File: src/core/cia_pkg.sv
// package of constants, types and state layout for the core interrupt arbiter
package cia_pkg;
   // register file addresses of the interrupt registers
   localparam logic [7:0] CIA_ADDR_CENTRAL   = 8'hE6; // central_irq_control
   localparam logic [7:0] CIA_ADDR_EDGE      = 8'hF2; // external_edge_select
   localparam logic [7:0] CIA_ADDR_EXT_PEND  = 8'hF3; // external_pending_flags
   localparam logic [7:0] CIA_ADDR_EXT_MASK  = 8'hF4; // external_mask_flags
   localparam logic [7:0] CIA_ADDR_PAIR_PRIO = 8'hF5; // external_pair_priority
   localparam logic [7:0] CIA_ADDR_NEST      = 8'hF7; // nested_level_stack (hold levels)
   localparam logic [7:0] CIA_ADDR_PER_CTRL0 = 8'hF8; // peripheral channel 0 control
   localparam logic [7:0] CIA_ADDR_PER_VEC0  = 8'hFA; // peripheral channel 0 vector
   // reset values
   localparam logic [7:0] CIA_RST_CENTRAL    = 8'h87;
   localparam logic [7:0] CIA_RST_EDGE       = 8'h00;
   localparam logic [7:0] CIA_RST_EXT_PEND   = 8'h00;
   localparam logic [7:0] CIA_RST_EXT_MASK   = 8'h00;
   localparam logic [7:0] CIA_RST_PAIR_PRIO  = 8'hFF;
   localparam logic [4:0] CIA_RST_PER_CTRL   = 5'h1C; // pending 0, mask 0, level 7
   // central register field positions
   localparam int CIA_BIT_GLOBAL_COUNTER_ENABLE = 7;
   localparam int CIA_BIT_TOP_LEVEL_PENDING = 6;
   localparam int CIA_BIT_TLI  = 5;
   localparam int CIA_BIT_IEN  = 4;
   localparam int CIA_BIT_IAM  = 3;
   // peripheral control field positions
   localparam int CIA_PER_PEND = 0;
   localparam int CIA_PER_MASK = 1;
   localparam int CIA_PER_PRL  = 2;
   // channel counts and levels
   localparam int          CIA_N_EXT   = 8;
   localparam int          CIA_N_PER   = 2;
   localparam int          CIA_N_CH    = 10;
   localparam logic [2:0]  CIA_LVL_LOW = 3'h7;
   // timing in core clocks
   localparam logic [2:0]  CIA_ARB_LAST  = 3'h4; // sampling period 5 cycles
   localparam logic [4:0]  CIA_MCYC_BASE = 5'h12; // 18 cycles
   localparam logic [4:0]  CIA_MCYC_RF   = 5'h02;
   localparam logic [4:0]  CIA_MCYC_CSR  = 5'h02;
   localparam logic [4:0]  CIA_MCYC_WAKE = 5'h01;
   localparam logic [6:0]  CIA_EXT_VEC_BASE = 7'h40; // base of external vectors
   // arbiter states
   typedef enum logic [1:0] {
      CIA_IDLE = 2'b00,
      CIA_ACK  = 2'b01,
      CIA_HOLD = 2'b10,
      CIA_MCYC = 2'b11
   } cia_state_t;
   // register access group
   typedef struct packed {
      logic [7:0] addr;
      logic       wr;
      logic [7:0] wdata;
   } cia_regreq_t;
   // instruction flow signals from the core
   typedef struct packed {
      logic wrote;      // current instruction already performed a write
      logic instr_end;  // current instruction completes this cycle
      logic iret;       // return from interrupt executes
      logic ei;         // irq_on_instruction
      logic di;         // irq_off_instruction
      logic in_wait;    // core is in wait-for-interrupt
      logic stack_rf;   // system stack lives in register file
      logic cs_push;    // code_seg_push_enable
   } cia_core_t;
   // complete state of the arbiter
   typedef struct packed {
      logic [7:0]      s1, s2, s3, lvl;     // external pin synchronisers, stable level
      logic            t1, t2, t3, tlvl;    // top level pin synchroniser
      logic [7:0]      edge_sel, ext_pend, ext_mask, pair_prio;
      logic            global_counter_enable, top_level_pending, top_level_mask_select, global_irq_enable, arbitration_mode_select;
      logic [2:0]      current_priority_level;
      logic [6:0]      hold;
      logic [1:0][4:0] per_ctrl;
      logic [1:0][6:0] per_vec;
      cia_state_t      st;
      logic [2:0]      arb_cnt;
      logic [4:0]      cyc_cnt;
      logic [9:0]      sampled;
      logic            win_tl;
      logic [3:0]      win_idx;
      logic [2:0]      win_prl;
      logic            tl_active;
      logic [7:0]      rdata;
      logic            ack, abort, start;
      logic [6:0]      vector;
      logic            busy;
   } cia_state_s_t;
endpackage

File: src/core/cia_top.sv
// core interrupt arbiter: channel flags, arbitration, acknowledge sequencing
`timescale 1ns/1ps
module cia_top (
   input  wire logic                 sys_clk,
   input  wire logic                 resetn,
   input  wire cia_pkg::cia_regreq_t reg_req,      // register file access
   output logic [7:0]                reg_rdata,    // registered read data
   input  wire logic [7:0]           ext_pin,      // external interrupt pins
   input  wire logic                 tl_pin,       // top level source pin
   input  wire logic                 tl_rising,    // top level edge select
   input  wire logic                 tl_unmask,    // top_level_unmaskable
   input  wire logic [1:0]           per_event,    // peripheral trigger events
   input  wire cia_pkg::cia_core_t   core_in,      // instruction flow from core
   output logic                      irq_ack,      // request acknowledged
   output logic                      instr_abort,  // abort current instruction
   output logic                      isr_start,    // service routine starts
   output logic [6:0]                vector_ptr,   // vector_pointer of winner
   output logic                      mcyc_busy,    // interrupt machine cycle runs or waits for instr_end
   output logic                      timer_enable  // global_counter_enable
);

   cia_pkg::cia_state_s_t r_reg;   // registered state
   cia_pkg::cia_state_s_t r_next;  // next state

   logic [9:0]      req;           // live request per channel
   logic [9:0][2:0] channel_priority_field;           // level per channel
   logic            tl_req;        // top level request
   logic            found;         // arbitration found a winner
   logic [3:0]      pick_idx;      // winner index
   logic [2:0]      pick_prl;      // winner level
   logic [7:0]      ext_rise;      // qualified external edges
   logic            tl_edge;       // qualified top level edge
   logic [4:0]      mcyc_len;      // machine cycle length

   // winner among requests: lowest level number, lowest index on ties
   function automatic logic [7:0] cia_pick(input logic [9:0] rq,
                                           input logic [9:0][2:0] lv,
                                           input logic [2:0] cur);
      logic       hit;
      logic [3:0] idx;
      logic [2:0] best;
      hit  = 1'b0;
      idx  = 4'h0;
      best = cia_pkg::CIA_LVL_LOW;
      for (int i = 0; i < cia_pkg::CIA_N_CH; i++) begin
         // level 7 can never beat the current level, so it is never taken
         if (rq[i] && (lv[i] < cur) && (!hit || (lv[i] < best))) begin
            hit  = 1'b1;
            idx  = 4'(i);
            best = lv[i];
         end
      end
      return {hit, idx, best};
   endfunction

   // lowest set hold bit is the most recently suspended level
   function automatic logic [2:0] cia_pop(input logic [6:0] hold);
      logic [2:0] lvl;
      lvl = cia_pkg::CIA_LVL_LOW;
      for (int i = 6; i >= 0; i--) begin
         if (hold[i]) begin
            lvl = 3'(i);
         end
      end
      return lvl;
   endfunction

   // request and level map of all channels
   always_comb begin
      for (int i = 0; i < cia_pkg::CIA_N_EXT; i++) begin
         // pair bits form the upper level, channel parity the lsb
         channel_priority_field[i] = {r_reg.pair_prio[(i/2)*2+1], r_reg.pair_prio[(i/2)*2], 1'(i % 2)};
         req[i] = r_reg.ext_pend[i] && r_reg.ext_mask[i] && r_reg.global_irq_enable;
      end
      for (int j = 0; j < cia_pkg::CIA_N_PER; j++) begin
         channel_priority_field[cia_pkg::CIA_N_EXT+j] = r_reg.per_ctrl[j][cia_pkg::CIA_PER_PRL +: 3];
         req[cia_pkg::CIA_N_EXT+j] = r_reg.per_ctrl[j][cia_pkg::CIA_PER_PEND]
                                   && r_reg.per_ctrl[j][cia_pkg::CIA_PER_MASK]
                                   && r_reg.global_irq_enable;
      end
      // maskable form needs the global enable, unmaskable form only pending
      tl_req = r_reg.top_level_pending && ((r_reg.top_level_mask_select && r_reg.global_irq_enable) || tl_unmask);
      {found, pick_idx, pick_prl} = cia_pick(r_reg.sampled, channel_priority_field, r_reg.current_priority_level);
   end

   // edge qualification: a change counts once the second and third stages agree
   always_comb begin
      for (int i = 0; i < cia_pkg::CIA_N_EXT; i++) begin
         // pin i feeds channel i, A0 at bit 0 up to D1 at bit 7
         ext_rise[i] = (r_reg.s2[i] == r_reg.s3[i]) && (r_reg.s3[i] != r_reg.lvl[i])
                     && (r_reg.s3[i] == r_reg.edge_sel[i]);
      end
      tl_edge = (r_reg.t2 == r_reg.t3) && (r_reg.t3 != r_reg.tlvl) && (r_reg.t3 == tl_rising);
   end

   // machine cycle length from stack placement, code segment push and wake-up
   always_comb begin
      mcyc_len = cia_pkg::CIA_MCYC_BASE;
      if (core_in.stack_rf) begin
         mcyc_len = mcyc_len + cia_pkg::CIA_MCYC_RF;
      end
      if (core_in.cs_push) begin
         mcyc_len = mcyc_len + cia_pkg::CIA_MCYC_CSR;
      end
      if (core_in.in_wait) begin
         mcyc_len = mcyc_len + cia_pkg::CIA_MCYC_WAKE;
      end
   end

   // next state: software writes first, hardware effects after so sets win
   always_comb begin
      r_next       = r_reg;
      r_next.ack   = 1'b0;
      r_next.abort = 1'b0;
      r_next.start = 1'b0;
      // synchronisers, first stage read only by the second
      r_next.s1 = ext_pin;
      r_next.s2 = r_reg.s1;
      r_next.s3 = r_reg.s2;
      r_next.t1 = tl_pin;
      r_next.t2 = r_reg.t1;
      r_next.t3 = r_reg.t2;
      if (r_reg.s2 == r_reg.s3) begin
         r_next.lvl = r_reg.s3;
      end else begin
         r_next.lvl = r_reg.lvl;
      end
      for (int i = 0; i < cia_pkg::CIA_N_EXT; i++) begin
         if (r_reg.s2[i] == r_reg.s3[i]) begin
            r_next.lvl[i] = r_reg.s3[i];
         end
      end
      if (r_reg.t2 == r_reg.t3) begin
         r_next.tlvl = r_reg.t3;
      end

      // software register writes
      if (reg_req.wr) begin
         case (reg_req.addr)
            cia_pkg::CIA_ADDR_CENTRAL: begin
               r_next.global_counter_enable = reg_req.wdata[cia_pkg::CIA_BIT_GLOBAL_COUNTER_ENABLE];
               // software may only set the top level pending flag
               r_next.top_level_pending = r_reg.top_level_pending | reg_req.wdata[cia_pkg::CIA_BIT_TOP_LEVEL_PENDING];
               r_next.top_level_mask_select  = reg_req.wdata[cia_pkg::CIA_BIT_TLI];
               // direct enable writes are safe only while disabled
               r_next.global_irq_enable  = reg_req.wdata[cia_pkg::CIA_BIT_IEN];
               r_next.arbitration_mode_select  = reg_req.wdata[cia_pkg::CIA_BIT_IAM];
               r_next.current_priority_level  = reg_req.wdata[2:0];
            end
            cia_pkg::CIA_ADDR_EDGE:      r_next.edge_sel  = reg_req.wdata;
            cia_pkg::CIA_ADDR_EXT_PEND:  r_next.ext_pend  = reg_req.wdata;
            cia_pkg::CIA_ADDR_EXT_MASK:  r_next.ext_mask  = reg_req.wdata;
            cia_pkg::CIA_ADDR_PAIR_PRIO: r_next.pair_prio = reg_req.wdata;
            cia_pkg::CIA_ADDR_NEST:      r_next.hold      = reg_req.wdata[6:0];
            default: begin
               // peripheral control and vector pairs sit above the fixed map
               for (int j = 0; j < cia_pkg::CIA_N_PER; j++) begin
                  if (reg_req.addr == cia_pkg::CIA_ADDR_PER_CTRL0 + 8'(j)) begin
                     r_next.per_ctrl[j] = reg_req.wdata[4:0];
                  end
                  if (reg_req.addr == cia_pkg::CIA_ADDR_PER_VEC0 + 8'(j)) begin
                     r_next.per_vec[j] = reg_req.wdata[6:0];
                  end
               end
            end
         endcase
      end

      // enable and disable instructions
      if (core_in.ei) begin
         r_next.global_irq_enable = 1'b1;
      end
      if (core_in.di) begin
         r_next.global_irq_enable = 1'b0;
      end

      // return from interrupt
      if (core_in.iret) begin
         if (r_reg.tl_active) begin
            // top level return leaves enable and level untouched
            r_next.tl_active = 1'b0;
         end else begin
            r_next.global_irq_enable = 1'b1;
            if (r_reg.arbitration_mode_select) begin
               r_next.current_priority_level = cia_pop(r_reg.hold);
               if (cia_pop(r_reg.hold) != cia_pkg::CIA_LVL_LOW) begin
                  r_next.hold[cia_pop(r_reg.hold)] = 1'b0;
               end
            end
         end
      end

      // sampling cadence runs regardless of instruction flow
      if (r_reg.arb_cnt == cia_pkg::CIA_ARB_LAST) begin
         r_next.arb_cnt = 3'h0;
      end else begin
         r_next.arb_cnt = r_reg.arb_cnt + 3'h1;
      end
      if (r_reg.arb_cnt == 3'h0) begin
         r_next.sampled = req;
      end

      case (r_reg.st)
         cia_pkg::CIA_IDLE: begin
            // decision at the end of the five-cycle window; top level serviced alone
            if ((r_reg.arb_cnt == cia_pkg::CIA_ARB_LAST) && !r_reg.tl_active) begin
               if (tl_req) begin
                  r_next.win_tl = 1'b1;
                  r_next.st     = cia_pkg::CIA_ACK;
               end else if (found) begin
                  r_next.win_tl  = 1'b0;
                  r_next.win_idx = pick_idx;
                  r_next.win_prl = pick_prl;
                  r_next.st      = cia_pkg::CIA_ACK;
               end
            end
         end
         cia_pkg::CIA_ACK: begin
            // extra acknowledge cycle, abort in the same cycle only if nothing was written
            r_next.ack = 1'b1;
            if (!core_in.wrote) begin
               r_next.abort = 1'b1;
               r_next.st    = cia_pkg::CIA_MCYC;
            end else begin
               r_next.st = cia_pkg::CIA_HOLD;
            end
            r_next.cyc_cnt = mcyc_len - 5'h1;
            if (r_reg.win_tl) begin
               r_next.top_level_pending      = 1'b0;
               r_next.tl_active = 1'b1;
               r_next.vector    = cia_pkg::CIA_EXT_VEC_BASE - 7'h2;
            end else begin
               r_next.global_irq_enable = 1'b0;
               if (r_reg.arbitration_mode_select) begin
                  // old level pushed into the hold stack, winner becomes current
                  if (r_reg.current_priority_level != cia_pkg::CIA_LVL_LOW) begin
                     r_next.hold[r_reg.current_priority_level] = 1'b1;
                  end
                  r_next.current_priority_level = r_reg.win_prl;
               end
               if (r_reg.win_idx < 4'(cia_pkg::CIA_N_EXT)) begin
                  r_next.ext_pend[r_reg.win_idx[2:0]] = 1'b0;
                  r_next.vector = cia_pkg::CIA_EXT_VEC_BASE + {2'h0, r_reg.win_idx[2:0], 1'b0};
               end else begin
                  r_next.per_ctrl[r_reg.win_idx[0]][cia_pkg::CIA_PER_PEND] = 1'b0;
                  r_next.vector = r_reg.per_vec[r_reg.win_idx[0]];
               end
            end
         end
         cia_pkg::CIA_HOLD: begin
            // instruction already wrote: let it finish first
            if (core_in.instr_end) begin
               r_next.st = cia_pkg::CIA_MCYC;
            end
         end
         cia_pkg::CIA_MCYC: begin
            // stacking and vector fetch
            if (r_reg.cyc_cnt == 5'h0) begin
               r_next.start = 1'b1;
               r_next.st    = cia_pkg::CIA_IDLE;
            end else begin
               r_next.cyc_cnt = r_reg.cyc_cnt - 5'h1;
            end
         end
         default: r_next.st = cia_pkg::CIA_IDLE;
      endcase

      // hardware events last: an event in the clearing cycle is kept
      r_next.ext_pend = r_next.ext_pend | ext_rise;
      if (tl_edge) begin
         r_next.top_level_pending = 1'b1;
      end
      for (int j = 0; j < cia_pkg::CIA_N_PER; j++) begin
         if (per_event[j]) begin
            r_next.per_ctrl[j][cia_pkg::CIA_PER_PEND] = 1'b1;
         end
      end

      r_next.busy = (r_next.st == cia_pkg::CIA_MCYC) || (r_next.st == cia_pkg::CIA_HOLD);

      // registered read data follows the address every cycle
      case (reg_req.addr)
         cia_pkg::CIA_ADDR_CENTRAL:
            r_next.rdata = {r_reg.global_counter_enable, r_reg.top_level_pending, r_reg.top_level_mask_select, r_reg.global_irq_enable, r_reg.arbitration_mode_select, r_reg.current_priority_level};
         cia_pkg::CIA_ADDR_EDGE:      r_next.rdata = r_reg.edge_sel;
         cia_pkg::CIA_ADDR_EXT_PEND:  r_next.rdata = r_reg.ext_pend;
         cia_pkg::CIA_ADDR_EXT_MASK:  r_next.rdata = r_reg.ext_mask;
         cia_pkg::CIA_ADDR_PAIR_PRIO: r_next.rdata = r_reg.pair_prio;
         cia_pkg::CIA_ADDR_NEST:      r_next.rdata = {1'b0, r_reg.hold};
         default: begin
            r_next.rdata = 8'h00;
            for (int j = 0; j < cia_pkg::CIA_N_PER; j++) begin
               if (reg_req.addr == cia_pkg::CIA_ADDR_PER_CTRL0 + 8'(j)) begin
                  r_next.rdata = {3'h0, r_reg.per_ctrl[j]};
               end
               if (reg_req.addr == cia_pkg::CIA_ADDR_PER_VEC0 + 8'(j)) begin
                  r_next.rdata = {1'b0, r_reg.per_vec[j]};
               end
            end
         end
      endcase
   end

   // state register, constants only under reset
   always_ff @(posedge sys_clk or negedge resetn) begin
      if (!resetn) begin
         r_reg           <= '0;
         r_reg.global_counter_enable      <= cia_pkg::CIA_RST_CENTRAL[cia_pkg::CIA_BIT_GLOBAL_COUNTER_ENABLE];
         r_reg.current_priority_level       <= cia_pkg::CIA_RST_CENTRAL[2:0];
         r_reg.edge_sel  <= cia_pkg::CIA_RST_EDGE;
         r_reg.ext_pend  <= cia_pkg::CIA_RST_EXT_PEND;
         r_reg.ext_mask  <= cia_pkg::CIA_RST_EXT_MASK;
         r_reg.pair_prio <= cia_pkg::CIA_RST_PAIR_PRIO;
         r_reg.per_ctrl  <= {cia_pkg::CIA_RST_PER_CTRL, cia_pkg::CIA_RST_PER_CTRL};
         r_reg.st        <= cia_pkg::CIA_IDLE;
      end else begin
         r_reg <= r_next;
      end
   end

   // outputs straight from flip-flops
   assign reg_rdata    = r_reg.rdata;
   assign irq_ack      = r_reg.ack;
   assign instr_abort  = r_reg.abort;
   assign isr_start    = r_reg.start;
   assign vector_ptr   = r_reg.vector;
   assign mcyc_busy    = r_reg.busy;
   assign timer_enable = r_reg.global_counter_enable;

endmodule

File: config.mk
export PLATFORM = sky130hd
export DESIGN_NAME = cia_top
export DESIGN_NICKNAME = d
export VERILOG_FILES = /design/src/core/cia_pkg.sv /design/src/core/cia_top.sv
export SDC_FILE = /design/constraint.sdc
export NUM_CORES = 1
export LEC_CHECK = 0
export ABC_AREA = 1
export BUFFER_PORTS_ARGS = -buffer_cell sky130_fd_sc_hd__buf_2
export CORE_AREA = 8 8 129 131
export CTS_CLUSTER_SIZE = 10
export DETAILED_ROUTE_END_ITERATION = 8
export DIE_AREA = 0 0 137 139
export PLACE_DENSITY = 0.76
export SYNTH_ARGS = -nofsm -noshare
export SYNTH_HDL_FRONTEND = slang
export SYNTH_SLANG_ARGS = --single-unit
File: constraint.sdc
create_clock -name sys_clk -period 8.3 [get_ports sys_clk]
set_input_delay 0.83 -clock sys_clk [delete_from_list [all_inputs] [get_ports sys_clk]]
set_output_delay 0.83 -clock sys_clk [all_outputs]
set_load 0.02 [all_outputs]
==> flow_summary.toml <==
[status]
outcome = "complete, no violations"

[place]
dp_cells = 1167
io_buffers = 59
globalplace.congestion = 0.970
dp_hpwl_mm = 15.8

[floorplanning]
core_mm2 = 0.0148
io_pins = 60
die_area_mm2 = 0.0190
die_width_um = 137
num_rows = 45
die_y_um = 139
start_util = 0.536

[critical_path]
cp.buffers_inverters = 7
arrival_ns = 8.46
critPathKind = "reg2reg"
worstSetupEndpoint = "r_reg[26]$_DFFE_PN0P_"
crit_required_ns = 8.59
rr_endpoint = "r_reg[26]$_DFFE_PN0P_"
end_kind = "flop"
cp.depth = 73
path_max_fanout = 7
start_kind = "flop"
max_stage_delay_ns = 0.54
rrSetupSlack_ns = 0.13
critPathLaunch = "r_reg[81]$_DFF_PN1_"
r2r_cells = 73
worst_path_max_delay_cell = "dfstp_2"
crit_path_frequent_cell = "nand2_2"
critical_path.top_delay_family = "simple AND/OR/NAND/NOR gates"
rr_startpoint = "r_reg[81]$_DFF_PN1_"

[global_route]
gr-usage-all-layers = 0.232
grt_max_degree = 81
grt_pass1_vias = 6525
antenna_found_initial = 0
grt_overflow_total = 0
grt_pass1_wl_mm = 34.5

[sta]
fmax_mhz = 122
max-slew-margin-rel = 0.339
hold_viol_final = 0
skew_ns = 0.00767
post-route-period-util = 0.984
setup_viol = 0
rsz0062_at_grt = "yes"
finalMaxSlewViolations = 0
worst_slew_pin_slew_ns = 0.983
period_needed_ns = 8.17

[pwr]
irDropWorstVdd_v = 0.000166
combPwrFrac = 0.225
intPower_mw = 1.40
pwr_density_cell_mw_per_mm2 = 220
pwr-share-clk = 0.346
p_switching_mw = 0.656
leakage_nw = 4.37
pwr-share-seq = 0.429
swShare = 0.319

[flow_run]
cap_violations = 0

[route]
ant_nets = 0
vias = 7107
firstDrtPassIters = 5
drcViolationCount = 0
viasPerCell = 5.83
wl_per_cell_um = 18.2
drt_wl_total_mm = 22.2
drtIter0Drc = 751

[clock_network]
clock_sinks = 154
ctsRootBufferMaster = "clkbuf_16"
h-tree-depth = 4
cts_buffer_depth = 2
cts_tree = "yes"
clock_latency_ns = 0.42
clkTransAtPathRegs_ns = 0.06
cts_buffers = 17

[synth]
synthCells = 941
synth_nets = 1014
seq_area_frac_synth = 0.491
ys_async_sr_fraction = 1.00
netlist_top_cells_count = "210 x nand2_1, 136 x dfrtp_1, 123 x inv_1"
synthFlopType = "dfrtp_1"
synth_edf_count = 0
yosysTopAreaCellShare = 0.431
yosys.cell_count.top_type = "nand2_1"
synthTopCellsByArea = "dfrtp_1 43%, nand2_1 10%, o21ai_0 6.6%, dfstp_2 6.0%, inv_1 5.8%"
ys_types = 44
yosysWarnings = 0
avgSynthCellArea_um2 = 8.40
synth_area_leader_cell = "dfrtp_1"
netlist_area_mm2 = 0.00790
ys_seq_elements = 154

[worst_hold_path]
hold_start = "r_next[140]$_DFF_PN0_"
min_path_type = "reg2reg"

[layout]
n_fill_cell = 1236
fin_util = 0.635
area_growth_pct = 18.6
drive_gt1_frac = 0.220
largest_reg_flops = 102
antennaDiodeCount = 0
num-nets-final = 1092
fin_cells = 1220
-- repair_timing --
action / CTS / global route
buffers inserted: 0 / 21
resized for setup: 6 / 80
endpoints found under the setup margin: 7 / 7
pin swaps: 0 / 53
hold buffers: 0 / 0
cloned: 0 / 0
-- per-stage QoR --
stage	hold WS, ns	setup TNS (ns)	cell area, µm²	total power, mW	setup slack (ns)
after floorplan	0.331	0	7900	1.15	0.487
after global placement	0.333	0	8320	1.27	0.137
after detailed placement	0.336	-1.97	8320	1.28	-0.315
after CTS	0.350	0	8870	2.00	0.0110
after global routing	0.356	-2.15	9370	2.16	-0.346
final	0.347	0	9370	2.06	0.131
-- worst min path at each step --
stage	cells after the start	endpoint	slack (ns)
finish	0	r_next[132]$_DFF_PN0_	0.35
global route	0	r_next[134]$_DFF_PN0_	0.36
CTS	0	r_next[132]$_DFF_PN0_	0.35
detailed placement	0	r_next[132]$_DFF_PN0_	0.34
global placement	0	r_next[134]$_DFF_PN0_	0.33
floorplan	0	r_next[120]$_DFF_PN0_	0.33
-- kinds of logic (layout without fill, tap and decap cells) --
logic type / Yosys count / count (layout) / share of synthesized area
multiplexers: 2 / 2 / 0.00269
AND/OR/NAND/NOR: 378 / 378 / 0.210
XOR/XNOR: 2 / 2 / 0.00222
adder cells (fa/ha/maj): 33 / 33 / 0.0522
AO/OA/AOI/OAI: 218 / 218 / 0.161
buffers and inverters: 154 / 245 / 0.0812
flip-flops: 154 / 154 / 0.490
-- cell usage in the layout (no fill, tap or decap), types with 5 or more instances in the layout --
cell	netlist	routed
a21oi_1	42	38
a221oi_1	10	10
buf_2	0	58
buf_4	15	28
clkbuf_16	0	17
dfrtp_1	136	136
dfstp_2	18	18
ha_1	33	25
ha_4	0	7
inv_1	123	117
inv_2	1	7
nand2_1	210	189
nand2_2	12	22
nand2_4	6	17
nand3_1	41	37
nand3_2	2	6
nand4_1	8	8
nor2_1	65	63
nor3_1	19	19
o211ai_1	7	7
o21ai_0	105	96
o21ai_2	3	5
o21ai_4	0	7
o22ai_1	21	21
o311ai_0	6	6
o41ai_1	7	7
-- layer usage --
layer | track usage | wire [µm]
met5 | 0 | 0
met4 | 0.110 | 849
met3 | 0.0453 | 1870
met2 | 0.341 | 10200
met1 | 0.320 | 9290
-- cell type report --
cell class	instances	area, µm²	share of cell area
tap	188	235	0.0251
timing repair buffer	87	512	0.0546
inverter	126	475	0.0507
clock inverter	12	90.1	0.00961
sequential	154	3880	0.414
clock buffer	20	457	0.0487
multi-input combinational	633	3730	0.398
-- power groups by stage --
stage	Clock [mW]	Combinational (mW)	Sequential (mW)
2_1_floorplan	0	0.272	0.876
3_3_place_gp	0	0.382	0.890
3_5_place_dp	0	0.390	0.892
4_1_cts	0.721	0.394	0.880
5_1_grt	0.754	0.514	0.890
6_report	0.713	0.463	0.883
Power figures use the tool's default switching activity.
